<file path="src/include/art_pkg.sv">
// Operation
// - timer is 16 bits made of low and high 8-bit halves.
// - split-mode bit 3 selects one 16-bit or two 8-bit reload timers.
// - clocks are system clock, system clock /12, or synchronised external /8.
// - 16-bit rollover loads reload pair and sets high overflow flag.
// - 16-bit mode interrupts on every full overflow when enabled.
// - 16-bit mode with low enable also interrupts on low byte rollover.
// - split mode halves count and reload from their own reload bytes.
// - split mode run bit gates only the high half; low always runs.
// - per-half fast select picks system clock, else /12 or external /8.
// - split mode sets each half's overflow flag on its own rollover.
// - split mode interrupts on high overflow, or either with low enable.
// - overflow flags stay set until software writes zero.
// - capture mode counts on system clock or /12 by low select.
// - capture event on each falling edge of external oscillator /8.
// - capture copies counter into reload pair and sets high flag.
// - control bit 4 enables capture mode.
// - all control fields and flags reset to zero.
package art_pkg;

   // ----------------------------------------------------------------
   // register map, byte addresses on the bus
   // ----------------------------------------------------------------
   localparam int         ADDR_W      = 8;
   localparam logic [7:0] OFS_CTRL    = 8'h00;
   localparam logic [7:0] OFS_CNT_LO  = 8'h04;
   localparam logic [7:0] OFS_CNT_HI  = 8'h08;
   localparam logic [7:0] OFS_RLD_LO  = 8'h0C;
   localparam logic [7:0] OFS_RLD_HI  = 8'h10;
   localparam logic [7:0] OFS_CLKCTL  = 8'h14;
   localparam logic [7:0] OFS_IEN     = 8'h18;

   // ----------------------------------------------------------------
   // fields and reset values
   // ----------------------------------------------------------------
   localparam int         IEN_BIT     = 0;
   localparam logic [7:0] BYTE_ZERO   = 8'h00;
   localparam logic [7:0] BYTE_MAX    = 8'hFF;
   localparam logic [7:0] CTRL_RESET  = 8'h00;
   localparam logic [7:0] CLK_RESET   = 8'h00;
   localparam int         SYS_DIV     = 12;
   localparam int         EXT_DIV_W   = 3;

   typedef struct packed {
      logic high_overflow_flag;
      logic low_overflow_flag;
      logic low_overflow_irq_enable;
      logic capture_enable;
      logic split_mode_select;
      logic run_control;
      logic unused;
      logic external_clock_select;
   } art_ctrl_type;

   typedef struct packed {
      logic       high_half_fast_clock_select;
      logic       low_half_fast_clock_select;
      logic [5:0] unused;
   } art_clkctl_type;

endpackage : art_pkg

</file>
<file path="src/design/art_timer.sv">
module art_timer
   import art_pkg::*;
#(
   parameter int PRESCALE = SYS_DIV
)(
   input  wire logic              MCLK,
   input  wire logic              RST,
   input  wire logic              PSEL,
   input  wire logic              PENABLE,
   input  wire logic              PWRITE,
   input  wire logic [ADDR_W-1:0] PADDR,
   input  wire logic [31:0]       PWDATA,
   output logic      [31:0]       PRDATA,
   output logic                   PREADY,
   output logic                   PSLVERR,
   input  wire logic              EXT_OSC,
   output logic                   TIMER_IRQ
);

   // ----------------------------------------------------------------
   // state
   // ----------------------------------------------------------------
   art_ctrl_type        ctrl_reg,    ctrl_next;
   art_clkctl_type      clk_reg,     clk_next;
   logic                ien_reg,     ien_next;
   logic [7:0]          lo_reg,      lo_next;
   logic [7:0]          hi_reg,      hi_next;
   logic [7:0]          rld_lo_reg,  rld_lo_next;
   logic [7:0]          rld_hi_reg,  rld_hi_next;
   logic                irq_reg,     irq_next;
   logic [3:0]          div_reg,     div_next;
   logic                sync1_reg,   sync2_reg;
   logic                osc_prev_reg;
   logic [EXT_DIV_W-1:0] ext_cnt_reg, ext_cnt_next;
   logic                ext8_prev_reg;
   logic [31:0]         rdata_reg,   rdata_next;

   logic                tick12;
   logic                ext8;
   logic                ext_tick;
   logic                ext_fall;
   logic                tick_l;
   logic                tick_h;
   logic                wr;
   logic                mapped;
   logic                set_h;
   logic                set_l;
   logic [15:0]         cnt;
   logic [15:0]         rld;
   logic [31:0]         rd_mux;

   assign cnt = {hi_reg, lo_reg};
   assign rld = {rld_hi_reg, rld_lo_reg};

   // ----------------------------------------------------------------
   // clock sources
   // ----------------------------------------------------------------
   // the external divider runs on the synchronised oscillator, so the
   // measured clock must stay well below half the system clock
   always_comb begin
      div_next     = (div_reg == 4'(PRESCALE - 1)) ? 4'h0 : 4'(div_reg + 4'h1);
      ext_cnt_next = ext_cnt_reg;
      if (sync2_reg && !osc_prev_reg) begin
         ext_cnt_next = EXT_DIV_W'(ext_cnt_reg + 1'b1);
      end
   end

   assign tick12   = (div_reg == 4'(PRESCALE - 1));
   assign ext8     = ext_cnt_reg[EXT_DIV_W-1];
   assign ext_tick = ext8 && !ext8_prev_reg;
   assign ext_fall = !ext8 && ext8_prev_reg;

   always_ff @(posedge MCLK or posedge RST) begin
      if (RST) begin
         div_reg       <= 4'h0;
         sync1_reg     <= 1'b0;
         sync2_reg     <= 1'b0;
         osc_prev_reg  <= 1'b0;
         ext_cnt_reg   <= '0;
         ext8_prev_reg <= 1'b0;
      end else begin
         div_reg       <= div_next;
         sync1_reg     <= EXT_OSC;
         sync2_reg     <= sync1_reg;
         osc_prev_reg  <= sync2_reg;
         ext_cnt_reg   <= ext_cnt_next;
         ext8_prev_reg <= ext8;
      end
   end

   // capture mode never counts the low half or the 16-bit counter on the external source it measures
   always_comb begin
      if (ctrl_reg.capture_enable) begin
         tick_l = clk_reg.low_half_fast_clock_select | tick12;
      end else begin
         tick_l = clk_reg.low_half_fast_clock_select |
                  (ctrl_reg.external_clock_select ? ext_tick : tick12);
      end
      tick_h = clk_reg.high_half_fast_clock_select |
               (ctrl_reg.external_clock_select ? ext_tick : tick12);
   end

   // ----------------------------------------------------------------
   // bus decode
   // ----------------------------------------------------------------
   assign wr = PSEL && PENABLE && PWRITE;

   always_comb begin
      mapped = 1'b1;
      rd_mux = 32'h0;
      unique case (PADDR)
         OFS_CTRL:   rd_mux = {24'h0, ctrl_reg.high_overflow_flag, ctrl_reg.low_overflow_flag,
                               ctrl_reg.low_overflow_irq_enable, ctrl_reg.capture_enable,
                               ctrl_reg.split_mode_select, ctrl_reg.run_control, 1'b0,
                               ctrl_reg.external_clock_select};
         OFS_CNT_LO: rd_mux = {24'h0, lo_reg};
         OFS_CNT_HI: rd_mux = {24'h0, hi_reg};
         OFS_RLD_LO: rd_mux = {24'h0, rld_lo_reg};
         OFS_RLD_HI: rd_mux = {24'h0, rld_hi_reg};
         OFS_CLKCTL: rd_mux = {24'h0, clk_reg.high_half_fast_clock_select,
                               clk_reg.low_half_fast_clock_select, 6'h0};
         OFS_IEN:    rd_mux = {31'h0, ien_reg};
         default:    mapped = 1'b0;
      endcase
   end

   // read data is caught in the setup cycle, one edge before it is taken
   always_comb begin
      rdata_next = rdata_reg;
      if (PSEL && !PENABLE) begin
         rdata_next = rd_mux;
      end
   end

   assign PREADY  = 1'b1;
   assign PSLVERR = PSEL && PENABLE && !mapped;
   assign PRDATA  = rdata_reg;

   // ----------------------------------------------------------------
   // counters, reloads, flags
   // ----------------------------------------------------------------
   always_comb begin
      ctrl_next   = ctrl_reg;
      clk_next    = clk_reg;
      ien_next    = ien_reg;
      lo_next     = lo_reg;
      hi_next     = hi_reg;
      rld_lo_next = rld_lo_reg;
      rld_hi_next = rld_hi_reg;
      set_h       = 1'b0;
      set_l       = 1'b0;

      if (ctrl_reg.split_mode_select) begin
         if (tick_l) begin
            if (lo_reg == BYTE_MAX) begin
               lo_next = rld_lo_reg;
               set_l   = 1'b1;
            end else begin
               lo_next = 8'(lo_reg + 8'h01);
            end
         end
         if (ctrl_reg.run_control && tick_h) begin
            if (hi_reg == BYTE_MAX) begin
               hi_next = rld_hi_reg;
               set_h   = 1'b1;
            end else begin
               hi_next = 8'(hi_reg + 8'h01);
            end
         end
      end else if (ctrl_reg.run_control && tick_l) begin
         if (cnt == 16'hFFFF) begin
            {hi_next, lo_next} = rld;
            set_h = 1'b1;
         end else begin
            {hi_next, lo_next} = 16'(cnt + 16'h0001);
         end
         set_l = (lo_reg == BYTE_MAX);
      end

      if (ctrl_reg.capture_enable && ext_fall) begin
         {rld_hi_next, rld_lo_next} = cnt;
         set_h = 1'b1;
      end

      // software writes win over counting, flag sets win over clears
      if (wr) begin
         unique case (PADDR)
            OFS_CTRL:   ctrl_next = art_ctrl_type'({PWDATA[7:2], 1'b0, PWDATA[0]});
            OFS_CNT_LO: lo_next   = PWDATA[7:0];
            OFS_CNT_HI: hi_next   = PWDATA[7:0];
            OFS_RLD_LO: if (!(ctrl_reg.capture_enable && ext_fall)) rld_lo_next = PWDATA[7:0];
            OFS_RLD_HI: if (!(ctrl_reg.capture_enable && ext_fall)) rld_hi_next = PWDATA[7:0];
            OFS_CLKCTL: clk_next  = art_clkctl_type'({PWDATA[7:6], 6'h0});
            OFS_IEN:    ien_next  = PWDATA[IEN_BIT];
            default:    ;
         endcase
      end
      ctrl_next.high_overflow_flag = ctrl_next.high_overflow_flag | set_h;
      ctrl_next.low_overflow_flag  = ctrl_next.low_overflow_flag | set_l;

      irq_next = ien_next & (ctrl_next.high_overflow_flag |
                 (ctrl_next.low_overflow_irq_enable & ctrl_next.low_overflow_flag));
   end

   always_ff @(posedge MCLK or posedge RST) begin
      if (RST) begin
         ctrl_reg   <= art_ctrl_type'(CTRL_RESET);
         clk_reg    <= art_clkctl_type'(CLK_RESET);
         ien_reg    <= 1'b0;
         lo_reg     <= BYTE_ZERO;
         hi_reg     <= BYTE_ZERO;
         rld_lo_reg <= BYTE_ZERO;
         rld_hi_reg <= BYTE_ZERO;
         irq_reg    <= 1'b0;
         rdata_reg  <= 32'h0;
      end else begin
         ctrl_reg   <= ctrl_next;
         clk_reg    <= clk_next;
         ien_reg    <= ien_next;
         lo_reg     <= lo_next;
         hi_reg     <= hi_next;
         rld_lo_reg <= rld_lo_next;
         rld_hi_reg <= rld_hi_next;
         irq_reg    <= irq_next;
         rdata_reg  <= rdata_next;
      end
   end

   assign TIMER_IRQ = irq_reg;
endmodule : art_timer

</file>
<file path="config.mk">
export PLATFORM = sky130hd
export DESIGN_NAME = art_timer
export DESIGN_NICKNAME = d
export VERILOG_FILES = /design/src/include/art_pkg.sv /design/src/design/art_timer.sv
export SDC_FILE = /design/constraint.sdc
export NUM_CORES = 1
export LEC_CHECK = 0
export BUFFER_PORTS_ARGS = -buffer_cell sky130_fd_sc_hd__buf_2
export CAP_MARGIN = 0
export CORE_UTILIZATION = 31
export CTS_BUF_LIST = sky130_fd_sc_hd__clkbuf_4 sky130_fd_sc_hd__clkbuf_8 sky130_fd_sc_hd__clkbuf_16
export CTS_CLUSTER_DIAMETER = 150
export DETAILED_ROUTE_END_ITERATION = 8
export PLACE_DENSITY_LB_ADDON = 0.08
export SYNTH_ARGS = -nofsm -noshare
export SYNTH_HDL_FRONTEND = slang
export SYNTH_SLANG_ARGS = --single-unit
</file>
<file path="constraint.sdc">
create_clock -name MCLK -period 3 [get_ports MCLK]
set_clock_uncertainty 0.2 [all_clocks]
set_input_delay 0.6 -clock MCLK [delete_from_list [all_inputs] [get_ports MCLK]]
set_output_delay 0.6 -clock MCLK [all_outputs]
set_load 0.005 [all_outputs]
</file>
==> results.sh <==
export IMPL_track_usage_pct=20.30
export IMPL_power_frac_clock_pct=35.2
export IMPL_drive_gt1_share_pct=20.11
export IMPL_path_max_fanout=10
export IMPL_post_place_cells=685
export IMPL_synthXorXnorAreaFrac_pct=1.023
export IMPL_design_die_area_sq_mm=0.01428
export IMPL_ant_nets=0
export IMPL_initial_core_util_pct=32.06
export IMPL_setup_worst_path_start="div_reg[0]"
export IMPL_avgSynthCellArea_sq_um=8.841
export IMPL_cts_tree="yes"
export IMPL_cts_buffers=9
export IMPL_drtIter0Drc=442
export IMPL_finalNetCount=570
export IMPL_clk_pin_slew_worst_paths_ns=0.05
export IMPL_synth_cell_types=73
export IMPL_synthCells=484
export IMPL_wl_um=13720
export IMPL_p_leak_nw=2.039
export IMPL_path_cells="ha_1 -> and3b_1 -> a211o_1 -> and2_0 -> a31oi_1 -> a31oi_1 -> a221o_1"
export IMPL_num_rows=42
export IMPL_synth_top_family_by_area="simple AND/OR/NAND/NOR gates"
export IMPL_setup_slack_ns=0.2957
export IMPL_cts_hold_buffers_added=0
export IMPL_p_int_mw=1.728
export IMPL_pre_cts_ws_ns=0.2357
export IMPL_via_count=3834
export IMPL_tightestPinTransition_ns=0.5749
export IMPL_power_density_mw_per_mm2=536.2
export IMPL_ys_ff_latch=62
export IMPL_cp_common_cell="a31oi_1"
export IMPL_async_reset_ff_share_pct=100.0
export IMPL_crit_path_end_kind="register"
export IMPL_crit_family="compound AO/OA/AOI/OAI gates"
export IMPL_cap_violations=0
export IMPL_layout_min_cycle_time_ns=2.704
export IMPL_status="finished clean"
export IMPL_synth_top_area_share_pct=36.26
export IMPL_post_drt_wl_per_cell_um=19.66
export IMPL_root_buffer="clkbuf_16"
export IMPL_r2r_start="div_reg[0]"
export IMPL_io_buffers=31
export IMPL_die_h_um=119.5
export IMPL_fillers=1401
export IMPL_fin_cells=698
export IMPL_synth_area_mux_share_pct=8.830
export IMPL_hpwl_um=10050
export IMPL_gr_total_overflow=0
export IMPL_net_switching_power_mw=0.8482
export IMPL_slew_violations=0
export IMPL_p_sw_share_pct=32.92
export IMPL_avgViaCountPerCell=5.493
export IMPL_ys_warn_count=0
export IMPL_r2r_cells=7
export IMPL_combPwrFrac_pct=21.7
export IMPL_critPathSlowestCell="a211o_1"
export IMPL_cp_required_ns=3.02
export IMPL_setup_tns_final_ns=0
export IMPL_crit_cells=7
export IMPL_fmax_ghz=0.3698
export IMPL_clock_path_buffers=2
export IMPL_synth_flop_cell="dfrtp_1"
export IMPL_antenna_found_initial=0
export IMPL_dr_pass1_iters=5
export IMPL_cp_start_kind="register"
export IMPL_synth_cell_area_sq_mm=0.004279
export IMPL_finalHoldViolCount=0
export IMPL_rrSetupSlack_ns=0.30
export IMPL_yosysSeqAreaShare_pct=36.26
export IMPL_cp_arrival_ns=2.73
export IMPL_period_share_pct=90.14
export IMPL_rsz0062_at_grt="false"
export IMPL_grt_pass1_wl_um=21390
export IMPL_die_w_um=119.5
export IMPL_ios=81
export IMPL_worstSetupPathType="register to register"
export IMPL_post_cts_buffers=0
export IMPL_r2r_end="lo_reg[4]"
export IMPL_cp_num_buf_inv=0
export IMPL_pwr_share_seq_pct=43.1
export IMPL_grt_max_degree=63
export IMPL_ys_top_cells_by_area="dfrtp_1 36%, nand2_1 6.1%, o21ai_0 5.3%"
export IMPL_synth_compound_area_share_pct=21.23
export IMPL_clkSinkCount=62
export IMPL_drc_errors=0
export IMPL_ctsResizeCount=0
export IMPL_hp_class="primary input to asynchronous set/reset pin"
export IMPL_synth_area_leader_cell="dfrtp_1"
export IMPL_peakVddDrop_v=0.0002946
export IMPL_place_gp_congestion=0.9300
export IMPL_area_delta_synth_final_pct=12.31
export IMPL_crit_end="lo_reg[4]"
export IMPL_n_antenna_cell=0
export IMPL_synth_edff_count=0
export IMPL_cts_htree_levels=3
export IMPL_core_area_sq_mm=0.01335
export IMPL_max_stage_delay_ns=0.45
export IMPL_synth_simple_area_share_pct=21.52
export IMPL_clock_latency_ns=0.34
export IMPL_relSlewSlack_pct=61.35
export IMPL_grt_pass1_vias=3661
export IMPL_synth_adder_area_share_pct=1.170
export IMPL_setup_violations=0
metrics by stage:
step / cell area [sq um] / util, % / hold WS (ns) / power, mW
after floorplan: 4365 / - / 0.1312 / 1.506
after global placement: 4558 / 34.15 / 0.1516 / 1.665
after detailed placement: 4558 / 34.15 / 0.1451 / 1.670
after CTS: 4806 / 36.00 / 0.1345 / 2.597
after global routing: 4806 / 36.00 / 0.1476 / 2.712
final: 4806 / 36.00 / 0.1170 / 2.577
power groups by stage:
stage          Clock (mW)  Combinational [mW]  Sequential (mW)
2_1_floorplan           0               0.471             1.03
3_3_place_gp            0               0.545             1.12
3_5_place_dp            0               0.552             1.12
4_1_cts             0.939               0.553             1.10
5_1_grt             0.969               0.617             1.13
6_report            0.908               0.559             1.11
how the worst min path moves through the flow:
stage / startpoint / end / slack [ns] / cells past startpoint
after floorplan: sync1_reg / sync2_reg / 0.13 / 0
after global placement: sync1_reg / sync2_reg / 0.15 / 0
after detailed placement: sync1_reg / sync2_reg / 0.15 / 0
after CTS: RST / hi_reg[5] / 0.13 / 3
after global routing: RST / ext_cnt_reg[2] / 0.15 / 3
final: RST / div_reg[1] / 0.12 / 3
area by class of cell:
cell class | instances | area, sq um | area share, %
inverters | 5 | 18.77 | 0.3905
well taps | 176 | 220.2 | 4.582
repair buffers | 58 | 370.4 | 7.706
flip-flops and latches | 62 | 1551 | 32.28
multi-input cells | 384 | 2397 | 49.88
clock inverters | 3 | 15.01 | 0.3124
clock buffers | 10 | 232.7 | 4.842
cells by family (layout without fill, tap and decap cells):
kind of cell             after synthesis  count (layout)
XOR/XNOR                               5               5
AO/OA/AOI/OAI                        142             142
multiplexers                          36              36
flip-flops                            62              62
AND/OR/NAND/NOR                      172             172
adder cells (fa/ha/maj)                4               4
buffers and inverters                 61              76
other                                  2              25
Yosys cell counts, drive strengths merged (3+ instances only):
library cell  instances
o22ai                 5
a211o                 3
xnor2                 3
a211oi                5
nand2b                3
clkbuf               21
nand2                71
a21oi                28
or3                   4
and4                  4
nand3                14
and2                  8
o21ai                50
and3                  7
or4                   3
dfrtp                62
nor2                 31
nor4                  3
mux2i                22
nand4                 7
mux2                 14
buf                  35
o211ai                3
inv                   5
ha                    4
a31oi                10
nor3                  7
a22oi                13
layer usage:
layer	GRT usage, %	vias to the layer above	wire length (um)
met4	10.39	0	493
li1	-	1796	-
met5	0	-	0
met3	3.612	33	771
met2	32.19	161	6310
met1	26.44	1844	6145
layout by cell type (no fill, tap or decap), types with 5 or more instances in the layout:
cell type	count
nand2_1	69
buf_4	26
nand3_1	13
mux2_2	14
a211oi_1	5
buf_2	31
a22oi_1	13
a31oi_1	10
dfrtp_1	62
o21ai_1	5
o22ai_1	5
conb_1	25
and3_1	7
and2_1	7
nor2_1	29
o21ai_0	45
clkbuf_16	9
mux2i_1	22
nand4_1	5
a21oi_1	28
nor3_1	5
worst min-delay path, stage by stage:
cell,delay (ns)
buf_2,0.10
inv_2,0.06
buf_12,0.29
(Power assumes the default switching activity.)
